--- config.mk ---
export PLATFORM = sky130hd
export DESIGN_NAME = avc_top
export DESIGN_NICKNAME = d
export VERILOG_FILES = /design/src/design/avc_pkg.sv /design/src/design/avc_top.sv
export VERILOG_INCLUDE_DIRS = /design/src /design/src/design
export SDC_FILE = /design/constraint.sdc
export NUM_CORES = 1
export LEC_CHECK = 0
export ABC_AREA = 1
export BUFFER_PORTS_ARGS = -buffer_cell sky130_fd_sc_hd__buf_2
export CORE_ASPECT_RATIO = 0.8
export CORE_MARGIN = 2
export CORE_UTILIZATION = 40
export CTS_CLUSTER_DIAMETER = 50
export DETAILED_ROUTE_END_ITERATION = 8
export GPL_ROUTABILITY_DRIVEN = 0
export PLACE_DENSITY = 0.65
export SLEW_MARGIN = 40
export SYNTH_ARGS = -nofsm -noshare
export SYNTH_HDL_FRONTEND = slang
export SYNTH_SLANG_ARGS = --single-unit
--- constraint.sdc ---
create_clock -name clk -period 1.48 [get_ports clk]
set_input_delay 0.074 -clock clk [delete_from_list [all_inputs] [get_ports clk]]
set_output_delay 0.074 -clock clk [all_outputs]
set_load 0.02 [all_outputs]
--- src/design/avc_params.svh ---
// constants for the adapter utility and control register block
`ifndef AVC_PARAMS_SVH
`define AVC_PARAMS_SVH

// ----------------------------------------------------------------------
// register offsets
// ----------------------------------------------------------------------
`define AVC_OFS_DIAG_ONE 8'h1c
`define AVC_OFS_UTILITY 8'h20
`define AVC_OFS_CONTROL 8'h24

// ----------------------------------------------------------------------
// utility register fields
// ----------------------------------------------------------------------
`define AVC_UT_RETRY_HI 31
`define AVC_UT_RETRY_LO 28
`define AVC_UT_HOLD_HI 27
`define AVC_UT_HOLD_LO 24
`define AVC_UT_TMO_HI 23
`define AVC_UT_TMO_LO 20
`define AVC_UT_MODE_HI 19
`define AVC_UT_MODE_LO 18
`define AVC_UT_NARROW 17
`define AVC_UT_RSVD_HI 16
`define AVC_UT_RSVD_LO 14
`define AVC_UT_WIN_HI 13
`define AVC_UT_WIN_LO 0

// ----------------------------------------------------------------------
// control register fields
// ----------------------------------------------------------------------
`define AVC_CS_RSVD31 31
`define AVC_CS_PARTIAL_NODE_RESET 30
`define AVC_CS_SHORT_TMO 9
`define AVC_CS_RELOCATE 5

// ----------------------------------------------------------------------
// reset values
// ----------------------------------------------------------------------
`define AVC_RST_RETRY 4'h4
`define AVC_RST_HOLD 4'h3
`define AVC_RST_TMO 4'hf
`define AVC_RST_MODE 2'h0
`define AVC_RST_WIN 14'h0000

// ----------------------------------------------------------------------
// window decode and address masking
// ----------------------------------------------------------------------
`define AVC_WIN_ORIGIN 32'he0000000
`define AVC_WIN_NODE_SHIFT 25
`define AVC_WIN_VME_SHIFT 13
`define AVC_NARROW_BITS 5

// ----------------------------------------------------------------------
// timing
// ----------------------------------------------------------------------
`define AVC_CLK_MHZ 40
`define AVC_TICK_NORMAL_US 1000
`define AVC_TICK_SHORT_US 64
`define AVC_TICK_NORMAL_CYC (`AVC_TICK_NORMAL_US * `AVC_CLK_MHZ)
`define AVC_TICK_SHORT_CYC (`AVC_TICK_SHORT_US * `AVC_CLK_MHZ)

`endif

--- src/design/avc_pkg.sv ---
// types shared by the adapter utility and control block
`default_nettype none
package avc_pkg;
  typedef struct packed {
    logic [7:0] addr;
    logic wr;
    logic rd;
    logic [31:0] wdata;
  } avc_reg_req_t;

  typedef enum logic [1:0] {
    AVC_MODE_NONE = 2'h0,
    AVC_MODE_512 = 2'h1,
    AVC_MODE_4K = 2'h2,
    AVC_MODE_8K = 2'h3
  } avc_mode_t;

  typedef enum logic [2:0] {
    AVC_TX_IDLE = 3'b001,
    AVC_TX_TIMING = 3'b010,
    AVC_TX_EXPIRED = 3'b100
  } avc_tx_state_t;
endpackage
`default_nettype wire

--- src/design/avc_top.sv ---
// adapter utility/control registers with lockout, timeout and window decode
//
// Notes on behaviour
// - count failed interlocked reads; assert lockout once the retry limit is used up
// - retry limit resets to 4; codes 0 and 1 mean one attempt
// - lockout hold code n releases lockout within n-1 to n ms; reset 3
// - abort and flag timeout when retry or read wait outlasts the timeout code
// - timeout n gives n-1..n ms or (n-1)*64..n*64 us; scale bit chooses
// - timeout code resets to F, 14 to 15 ms
// - two-bit translation mode select, reset to no translation
// - narrow enable zeroes upper 5 address bits only in 512-byte mode
// - utility bits 16:14 read as zero
// - 14-bit window base field, resets to zero
// - unrelocated window base uses system node id and vme node id
// - relocated window base uses window base field instead of node id
// - relocated with zero base: refuse non-control-register vme io commands
// - control bit 30 write-only: writing one starts partial reset, reads zero
// - control reset acts even while the logic is hung or busy
// - control reset reinits logic, page maps, vme side, implied-vector enable
// - control reset leaves system bus register access untouched
// - control bit 31 reads as zero
// - short timeout select resets to zero, gives 0..960 us range
`include "avc_params.svh"
`default_nettype none
module avc_top
  import avc_pkg::*;
#(
  parameter int TICK_NORMAL_CYC = `AVC_TICK_NORMAL_CYC,
  parameter int TICK_SHORT_CYC = `AVC_TICK_SHORT_CYC,
  parameter int VME_ID_W = 8
) (
  input wire logic clk,
  input wire logic reset,
  input wire logic node_reset,
  input wire avc_reg_req_t reg_req,
  output logic [31:0] reg_rdata,
  output logic reg_rvalid,
  input wire logic interlocked_read_fail,
  input wire logic interlocked_read_done,
  output logic lockout,
  input wire logic txn_active,
  output logic txn_abort,
  output logic transaction_timeout_flag,
  input wire logic timeout_flag_clear,
  input wire logic [39:0] xlate_addr,
  output logic [39:0] dma_addr,
  output logic [1:0] translation_mode_select,
  input wire logic [3:0] sys_node_id,
  input wire logic [VME_ID_W-1:0] vme_node_id,
  output logic [31:0] window_base,
  input wire logic io_cmd_valid,
  input wire logic io_cmd_is_csr,
  output logic io_nack,
  output logic io_ack,
  output logic partial_node_reset,
  output logic vme_reset,
  output logic page_map_reset,
  output logic implied_vector_interrupt_disable
);

  // ----------------------------------------------------------------------
  // register file
  // ----------------------------------------------------------------------
  logic [3:0] read_retry_limit_r;
  logic [3:0] lockout_hold_limit_r;
  logic [3:0] transaction_timeout_code_r;
  avc_mode_t translation_mode_r;
  logic narrow_address_enable_r;
  logic [13:0] window_base_field_r;
  logic short_timeout_select_r;
  logic window_relocate_enable_r;
  logic partial_node_reset_r;
  logic reg_rst;
  logic wr_util;
  logic wr_ctl;

  assign reg_rst = reset | node_reset;
  assign wr_util = reg_req.wr && (reg_req.addr == `AVC_OFS_UTILITY);
  assign wr_ctl = reg_req.wr && (reg_req.addr == `AVC_OFS_CONTROL);

  // registers are I/O registers: untouched by the control reset
  always_ff @(posedge clk) begin
    if (reg_rst) begin
      read_retry_limit_r <= `AVC_RST_RETRY;
      lockout_hold_limit_r <= `AVC_RST_HOLD;
      transaction_timeout_code_r <= `AVC_RST_TMO;
      translation_mode_r <= AVC_MODE_NONE;
      narrow_address_enable_r <= 1'b0;
      window_base_field_r <= `AVC_RST_WIN;
    end else if (wr_util) begin
      read_retry_limit_r <= reg_req.wdata[`AVC_UT_RETRY_HI:`AVC_UT_RETRY_LO];
      lockout_hold_limit_r <= reg_req.wdata[`AVC_UT_HOLD_HI:`AVC_UT_HOLD_LO];
      transaction_timeout_code_r <= reg_req.wdata[`AVC_UT_TMO_HI:`AVC_UT_TMO_LO];
      translation_mode_r <= avc_mode_t'(reg_req.wdata[`AVC_UT_MODE_HI:`AVC_UT_MODE_LO]);
      narrow_address_enable_r <= reg_req.wdata[`AVC_UT_NARROW];
      window_base_field_r <= reg_req.wdata[`AVC_UT_WIN_HI:`AVC_UT_WIN_LO];
    end
  end

  always_ff @(posedge clk) begin
    if (reg_rst) begin
      short_timeout_select_r <= 1'b0;
      window_relocate_enable_r <= 1'b0;
    end else if (wr_ctl) begin
      short_timeout_select_r <= reg_req.wdata[`AVC_CS_SHORT_TMO];
      window_relocate_enable_r <= reg_req.wdata[`AVC_CS_RELOCATE];
    end
  end

  // control bit 30 is a strobe only, never stored as state
  always_ff @(posedge clk) begin
    if (reg_rst) begin
      partial_node_reset_r <= 1'b0;
    end else begin
      partial_node_reset_r <= wr_ctl && reg_req.wdata[`AVC_CS_PARTIAL_NODE_RESET];
    end
  end

  // read path stays live through a control reset
  always_ff @(posedge clk) begin
    if (reset) begin
      reg_rdata <= 32'h0;
      reg_rvalid <= 1'b0;
    end else begin
      reg_rvalid <= reg_req.rd;
      reg_rdata <= 32'h0;
      if (reg_req.rd) begin
        case (reg_req.addr)
          `AVC_OFS_UTILITY: begin
            reg_rdata <= {read_retry_limit_r, lockout_hold_limit_r,
                          transaction_timeout_code_r, translation_mode_r,
                          narrow_address_enable_r, 3'h0, window_base_field_r};
          end
          `AVC_OFS_CONTROL: begin
            reg_rdata <= {2'h0, 20'h0, short_timeout_select_r, 3'h0,
                          window_relocate_enable_r, 5'h0};
          end
          default: begin
            reg_rdata <= 32'h0;
          end
        endcase
      end
    end
  end

  // ----------------------------------------------------------------------
  // control reset fan-out
  // ----------------------------------------------------------------------
  logic logic_rst;
  assign logic_rst = reg_rst | partial_node_reset_r;

  always_ff @(posedge clk) begin
    if (reg_rst) begin
      partial_node_reset <= 1'b0;
      vme_reset <= 1'b0;
      page_map_reset <= 1'b0;
      implied_vector_interrupt_disable <= 1'b0;
    end else begin
      partial_node_reset <= partial_node_reset_r;
      vme_reset <= partial_node_reset_r;
      page_map_reset <= partial_node_reset_r;
      implied_vector_interrupt_disable <= partial_node_reset_r;
    end
  end

  // ----------------------------------------------------------------------
  // prescaled ticks
  // ----------------------------------------------------------------------
  logic [15:0] ms_pre_r;
  logic [15:0] to_pre_r;
  logic ms_tick;
  logic to_tick;
  logic [15:0] to_period;
  logic scale_q;

  assign to_period = short_timeout_select_r ? 16'(TICK_SHORT_CYC - 1) : 16'(TICK_NORMAL_CYC - 1);
  assign ms_tick = (ms_pre_r == 16'(TICK_NORMAL_CYC - 1));
  assign to_tick = (to_pre_r == to_period);

  always_ff @(posedge clk) begin
    if (logic_rst || ms_tick) begin
      ms_pre_r <= 16'h0;
    end else begin
      ms_pre_r <= ms_pre_r + 16'h1;
    end
  end

  // a scale change restarts the timeout prescaler
  always_ff @(posedge clk) begin
    if (logic_rst) begin
      to_pre_r <= 16'h0;
      scale_q <= 1'b0;
    end else begin
      scale_q <= short_timeout_select_r;
      if (to_tick || (scale_q != short_timeout_select_r)) begin
        to_pre_r <= 16'h0;
      end else begin
        to_pre_r <= to_pre_r + 16'h1;
      end
    end
  end

  function automatic logic [3:0] avc_eff(input logic [3:0] code);
    avc_eff = (code == 4'h0) ? 4'h1 : code;
  endfunction

  // ----------------------------------------------------------------------
  // interlocked read retry and lockout hold
  // ----------------------------------------------------------------------
  logic [3:0] retry_cnt_r;
  logic [3:0] hold_cnt_r;
  logic retry_exhausted;
  logic hold_expired;

  assign retry_exhausted = (retry_cnt_r + 4'h1) >= avc_eff(read_retry_limit_r);
  assign hold_expired = ms_tick && ((hold_cnt_r + 4'h1) >= avc_eff(lockout_hold_limit_r));

  always_ff @(posedge clk) begin
    if (logic_rst || interlocked_read_done) begin
      retry_cnt_r <= 4'h0;
    end else if (interlocked_read_fail && !lockout) begin
      retry_cnt_r <= retry_exhausted ? 4'h0 : retry_cnt_r + 4'h1;
    end
  end

  always_ff @(posedge clk) begin
    if (logic_rst || interlocked_read_done) begin
      lockout <= 1'b0;
      hold_cnt_r <= 4'h0;
    end else if (!lockout) begin
      hold_cnt_r <= 4'h0;
      lockout <= interlocked_read_fail && retry_exhausted;
    end else if (hold_expired) begin
      lockout <= 1'b0;
      hold_cnt_r <= 4'h0;
    end else if (ms_tick) begin
      hold_cnt_r <= hold_cnt_r + 4'h1;
    end
  end

  // ----------------------------------------------------------------------
  // transaction timeout
  // ----------------------------------------------------------------------
  avc_tx_state_t tx_state_r;
  avc_tx_state_t tx_state_nxt;
  logic [3:0] to_cnt_r;
  logic to_expire;

  // the first tick lands anywhere in its period: expiry falls in n-1..n
  assign to_expire = to_tick && ((to_cnt_r + 4'h1) >= avc_eff(transaction_timeout_code_r));

  always_comb begin
    tx_state_nxt = tx_state_r;
    case (tx_state_r)
      AVC_TX_IDLE: begin
        if (txn_active) begin
          tx_state_nxt = AVC_TX_TIMING;
        end
      end
      AVC_TX_TIMING: begin
        if (!txn_active) begin
          tx_state_nxt = AVC_TX_IDLE;
        end else if (to_expire) begin
          tx_state_nxt = AVC_TX_EXPIRED;
        end
      end
      AVC_TX_EXPIRED: begin
        if (!txn_active) begin
          tx_state_nxt = AVC_TX_IDLE;
        end
      end
      default: begin
        tx_state_nxt = AVC_TX_IDLE;
      end
    endcase
  end

  always_ff @(posedge clk) begin
    if (logic_rst) begin
      tx_state_r <= AVC_TX_IDLE;
    end else begin
      tx_state_r <= tx_state_nxt;
    end
  end

  always_ff @(posedge clk) begin
    if (logic_rst || tx_state_r != AVC_TX_TIMING) begin
      to_cnt_r <= 4'h0;
    end else if (to_tick) begin
      to_cnt_r <= to_cnt_r + 4'h1;
    end
  end

  always_ff @(posedge clk) begin
    if (logic_rst) begin
      txn_abort <= 1'b0;
    end else begin
      txn_abort <= (tx_state_r == AVC_TX_TIMING) && txn_active && to_expire;
    end
  end

  // new timeout wins over a clear in the same cycle
  always_ff @(posedge clk) begin
    if (logic_rst) begin
      transaction_timeout_flag <= 1'b0;
    end else if (txn_abort) begin
      transaction_timeout_flag <= 1'b1;
    end else if (timeout_flag_clear) begin
      transaction_timeout_flag <= 1'b0;
    end
  end

  // ----------------------------------------------------------------------
  // dma address masking and mode out
  // ----------------------------------------------------------------------
  logic narrow_active;
  assign narrow_active = narrow_address_enable_r && (translation_mode_r == AVC_MODE_512);

  always_ff @(posedge clk) begin
    if (logic_rst) begin
      dma_addr <= 40'h0;
      translation_mode_select <= 2'h0;
    end else begin
      translation_mode_select <= translation_mode_r;
      dma_addr <= narrow_active ? {`AVC_NARROW_BITS'(0), xlate_addr[34:0]} : xlate_addr;
    end
  end

  // ----------------------------------------------------------------------
  // window decode and io command refusal
  // ----------------------------------------------------------------------
  logic [31:0] win_sel;
  logic [31:0] win_vme;
  logic refuse;

  // software must program a nonzero base before relocating
  assign win_sel = window_relocate_enable_r ? 32'(window_base_field_r) : 32'(sys_node_id);
  assign win_vme = 32'(vme_node_id);
  assign refuse = window_relocate_enable_r && (window_base_field_r == 14'h0) && !io_cmd_is_csr;

  always_ff @(posedge clk) begin
    if (logic_rst) begin
      window_base <= `AVC_WIN_ORIGIN;
      io_nack <= 1'b0;
      io_ack <= 1'b0;
    end else begin
      window_base <= 32'(`AVC_WIN_ORIGIN + (win_sel << `AVC_WIN_NODE_SHIFT)
                     + (win_vme << `AVC_WIN_VME_SHIFT));
      io_nack <= io_cmd_valid && refuse;
      io_ack <= io_cmd_valid && !refuse;
    end
  end

  // ----------------------------------------------------------------------
  // checks
  // ----------------------------------------------------------------------
  logic [7:0] rd_addr_q;
  always_ff @(posedge clk) begin
    rd_addr_q <= reg_req.addr;
  end

  property p_util_rsvd_zero;
    @(posedge clk) disable iff (reset)
      reg_rvalid && rd_addr_q == `AVC_OFS_UTILITY |-> reg_rdata[16:14] == 3'h0;
  endproperty
  a_util_rsvd_zero: assert property (p_util_rsvd_zero) else $error("utility reserved bits set");

  property p_ctl_top_zero;
    @(posedge clk) disable iff (reset)
      reg_rvalid && rd_addr_q == `AVC_OFS_CONTROL |-> reg_rdata[31:30] == 2'h0;
  endproperty
  a_ctl_top_zero: assert property (p_ctl_top_zero) else $error("control bits 31:30 read nonzero");

  property p_reset_values;
    @(posedge clk) $past(reg_rst) |-> read_retry_limit_r == 4'h4
      && lockout_hold_limit_r == 4'h3 && transaction_timeout_code_r == 4'hf
      && translation_mode_r == AVC_MODE_NONE && !short_timeout_select_r;
  endproperty
  a_reset_values: assert property (p_reset_values) else $error("wrong reset values");

  property p_lockout_at_limit;
    @(posedge clk) disable iff (logic_rst)
      interlocked_read_fail && !lockout && !interlocked_read_done && retry_exhausted |=> lockout;
  endproperty
  a_lockout_at_limit: assert property (p_lockout_at_limit) else $error("no lockout at limit");

  property p_abort_flags;
    @(posedge clk) disable iff (logic_rst) txn_abort |=> transaction_timeout_flag;
  endproperty
  a_abort_flags: assert property (p_abort_flags) else $error("timeout abort without flag");

  property p_narrow_mask;
    @(posedge clk) disable iff (logic_rst)
      narrow_active && $stable(narrow_active) |=> dma_addr[39:35] == 5'h0
      && dma_addr[34:0] == $past(xlate_addr[34:0]);
  endproperty
  a_narrow_mask: assert property (p_narrow_mask) else $error("narrow address not masked");

  property p_refuse_zero_base;
    @(posedge clk) disable iff (logic_rst)
      io_cmd_valid && !io_cmd_is_csr && window_relocate_enable_r && window_base_field_r == 14'h0
      |=> io_nack && !io_ack;
  endproperty
  a_refuse_zero_base: assert property (p_refuse_zero_base) else $error("io command not refused");

  property p_partial_node_reset_fanout;
    @(posedge clk) disable iff (reg_rst)
      wr_ctl && reg_req.wdata[30] |=> ##1 vme_reset && page_map_reset && !lockout
      && tx_state_r == AVC_TX_IDLE;
  endproperty
  a_partial_node_reset_fanout: assert property (p_partial_node_reset_fanout) else $error("control reset missed");

  // short-scale wait, restarted on entry, scale change or any utility rewrite
  logic [15:0] short_age_r;
  logic short_live;
  assign short_live = (tx_state_r == AVC_TX_TIMING) && txn_active && short_timeout_select_r;

  always_ff @(posedge clk) begin
    if (logic_rst || !short_live || wr_util) begin
      short_age_r <= 16'h0;
    end else if (short_age_r != 16'hffff) begin
      short_age_r <= short_age_r + 16'h1;
    end
  end

  property p_short_bound;
    @(posedge clk) disable iff (logic_rst)
      short_live |-> int'(short_age_r)
      <= int'(avc_eff(transaction_timeout_code_r)) * TICK_SHORT_CYC + 2;
  endproperty
  a_short_bound: assert property (p_short_bound) else $error("short timeout too slow");

endmodule
`default_nettype wire

==> flow_metrics.env <==
export IMPL_synth_edf_count=0
export IMPL_clock_latency_ps=420
export IMPL_timing_hold_ws_ps=28.86
export IMPL_syn_avg_cell_area_um2=8.128
export IMPL_status="complete, but fails checks"
export IMPL_grt_total_usage=0.2114
export IMPL_dpl_instance_area_um2=8263
export IMPL_rows=42
export IMPL_die_height_um=119.5
export IMPL_drc_errors=0
export IMPL_avgRoutedWirePerCell_um=13.63
export IMPL_setup_viol=13
export IMPL_routed_wl_um=19000
export IMPL_drtAntennaViolNets=0
export IMPL_yosysWarningCount=0
export IMPL_nets=1281
export IMPL_yosysTopAreaCell="dfxtp_1"
export IMPL_clk_path_buf_depth=2
export IMPL_startpoint_type="flop"
export IMPL_powerDensity_nw_per_um2=964.6
export IMPL_grt_ovfl_total=0
export IMPL_drive_gt1_frac=0.3384
export IMPL_hold_violations=0
export IMPL_start_util=0.4052
export IMPL_p_switching_uw=2373
export IMPL_cts_max_level=4
export IMPL_synth_top_area_share=0.5196
export IMPL_numCtsBuffers=17
export IMPL_syn_to_final_growth_pct=53.52
export IMPL_drtPass1Iterations=4
export IMPL_setup_ws_ps=-213.2
export IMPL_path_clk_slew_ps=70
export IMPL_synthDistinctLibCells=39
export IMPL_cts_tree="yes"
export IMPL_violations="negative setup slack"
export IMPL_maxCapViolCount=0
export IMPL_holdPathStages=3
export IMPL_pwr_share_comb=0.080
export IMPL_core_area_um2=16450
export IMPL_clock_skew_ps=7.803
export IMPL_clkPwrFrac=0.439
export IMPL_grt_max_degree=45
export IMPL_critPathRequiredTime_ps=1800
export IMPL_reg2reg_slack_ps=-210
export IMPL_maxClockFrequency_ghz=0.5906
export IMPL_rsz0062_at_grt="true"
export IMPL_yosysSeqAreaShare=0.5196
export IMPL_grt_pass1_wl_um=30060
export IMPL_cp_arrival_ps=2010
export IMPL_ios=219
export IMPL_dp_hpwl_um=12260
export IMPL_stdcell_area_um2=10230
export IMPL_path_max_fanout=3
export IMPL_synth_area_leaders="dfxtp_1 (52%), nor2_1 (9.0%), inv_1 (6.7%)"
export IMPL_period_share=1.144
export IMPL_post_route_util=0.6221
export IMPL_post_drt_via_cell_ratio=4.559
export IMPL_min_from="reg_req[33]"
export IMPL_fp_dieArea_um2=17720
export IMPL_ys_flop_type="dfxtp_1"
export IMPL_reg2reg_to="tx_state_r[1]"
export IMPL_synth_most_common_cell="dfxtp_1"
export IMPL_synth_seq_cells=173
export IMPL_async_flop_share=0
export IMPL_peakVddDrop_mv=0.7477
export IMPL_switching_share=0.2404
export IMPL_synth_common_cells="dfxtp_1 (173), nor2_1 (160), inv_1 (119), nand2_1 (94)"
export IMPL_path_class="flop to flop"
export IMPL_syn_area_um2=6665
export IMPL_worstHoldPathType="input pin to flop"
export IMPL_internal_power_uw=7497
export IMPL_drt_initial_drc_count=315
export IMPL_die_width_um=148.3
export IMPL_slew_viol_final=0
export IMPL_critPathCaptureType="flop"
export IMPL_r2r_start="to_cnt_r[1]"
export IMPL_grt_antenna_before_repair=1
export IMPL_cts_root_buf="clkbuf_16"
export IMPL_grt_pass1_vias=6319
export IMPL_cts_sinks=173
export IMPL_vias=6355
export IMPL_io_buffers=195
export IMPL_r2r_cells=12
export IMPL_hold_end="window_relocate_enable_r"
export IMPL_synthCells=820
export IMPL_p_leak_uw=0.004805
export IMPL_min_period_ps=1693
export IMPL_seq_power_share=0.480
-- flip-flops by register name, indices dropped and copies added, names as in the netlist, 2 cells and up --
| signal | cells |
|---|---|
| dma_addr | 40 |
| hold_cnt_r | 4 |
| lockout_hold_limit_r | 4 |
| ms_pre_r | 16 |
| read_retry_limit_r | 4 |
| reg_rdata | 29 |
| retry_cnt_r | 4 |
| to_cnt_r | 4 |
| to_pre_r | 16 |
| transaction_timeout_code_r | 4 |
| translation_mode_r | 2 |
| translation_mode_select | 2 |
| tx_state_r | 3 |
| window_base | 15 |
| window_base_field_r | 14 |
-- power by group through the flow --
| stage | Combinational (µW) | Clock (µW) | Sequential, µW |
|---|---|---|---|
| 2_1_floorplan | 266 | 0 | 4930 |
| 3_3_place_gp | 570 | 0 | 4850 |
| 3_5_place_dp | 573 | 0 | 4850 |
| 4_1_cts | 767 | 4420 | 4740 |
| 5_1_grt | 862 | 4600 | 4750 |
| 6_report | 793 | 4340 | 4740 |
-- cell type report --
class	count	area (µm²)
fill	1413	6216
sequential	173	3496
multi-input combinational	499	3020
timing repair buffer	346	2397
inverter	123	467.9
clock buffer	19	442.9
tap	220	275.3
clock inverter	13	130.1
antenna	1	2.502
-- worst max-delay path by stage --
stage / startpoint / to / slack (ps) / depth (start not counted)
2_1_floorplan: to_cnt_r[0] / tx_state_r[1] / -50 / 12
6_report: to_cnt_r[1] / tx_state_r[1] / -210 / 12
5_1_grt: to_cnt_r[1] / tx_state_r[1] / -370 / 12
4_1_cts: to_cnt_r[1] / tx_state_r[1] / -190 / 12
3_5_place_dp: retry_cnt_r[1] / retry_cnt_r[3] / -200 / 8
3_3_place_gp: to_cnt_r[1] / tx_state_r[1] / -120 / 12
-- per-layer routing --
layer / wire, µm / GRT usage / share of wire / vias up
met5: 0 / 0 / 0 / -
met4: 335 / 0.06429 / 0.018 / 0
met2: 9434 / 0.3579 / 0.50 / 165
met1: 8159 / 0.2633 / 0.43 / 2936
li1: - / - / - / 3224
met3: 1068 / 0.05670 / 0.056 / 30
-- stage by stage --
| stage | cells | worst slack (ps) | total power [µW] | setup TNS, ps |
|---|---|---|---|---|
| after floorplan | 839 | -47.65 | 5194 | -86.60 |
| after global placement | 1270 | -123.7 | 5416 | -1243 |
| after detailed placement | 1270 | -195.5 | 5421 | -2361 |
| after CTS | 1391 | -187.4 | 9922 | -1344 |
| after global routing | 1394 | -371.0 | 10210 | -4149 |
| final | 1394 | -213.2 | 9870 | -1781 |
-- placed cells by master (no fill, tap or decap), drive strengths merged, types with 30 or more instances in the layout --
cell type      n
buf          260
dfxtp        173
nor2         167
inv          127
nand2         97
dlygate4sd3   86
o21ai         36
nor3          36
nand3         33
a21oi         30
-- worst max-delay path, stage by stage, from the launching register on --
cell and delay (ps):
dfxtp_4 360, ha_4 160, xor2_2 140, ha_1 300, nand2_1 50, inv_1 50, nand2_1 40, nand3_1 70
nand4_1 140, nand2_1 90, nand3_1 60, nand2_1 80, nor2_1 40
-- what timing repair did --
action                                  in CTS  in global routing
pin swaps                                   18                 20
buffers inserted                             3                  2
hold buffers                                86                  0
endpoints found under the hold margin       89                  0
gates resized for setup                     36                 66
endpoints found under the setup margin      48                 49
-- cell families after synthesis --
| group | count (synthesis) | share of synthesized area |
|---|---|---|
| and+or+nand+nor | 364 | 0.2448 |
| DFF | 173 | 0.5196 |
| buffers and inverters | 167 | 0.1126 |
| AOI/OAI and AO/OA | 79 | 0.06495 |
| xor gates and xnor gates | 18 | 0.02365 |
| adders and majority gates | 18 | 0.03379 |
| other | 1 | 0.0005626 |
No activity file was read; power rests on OpenSTA's default activity.
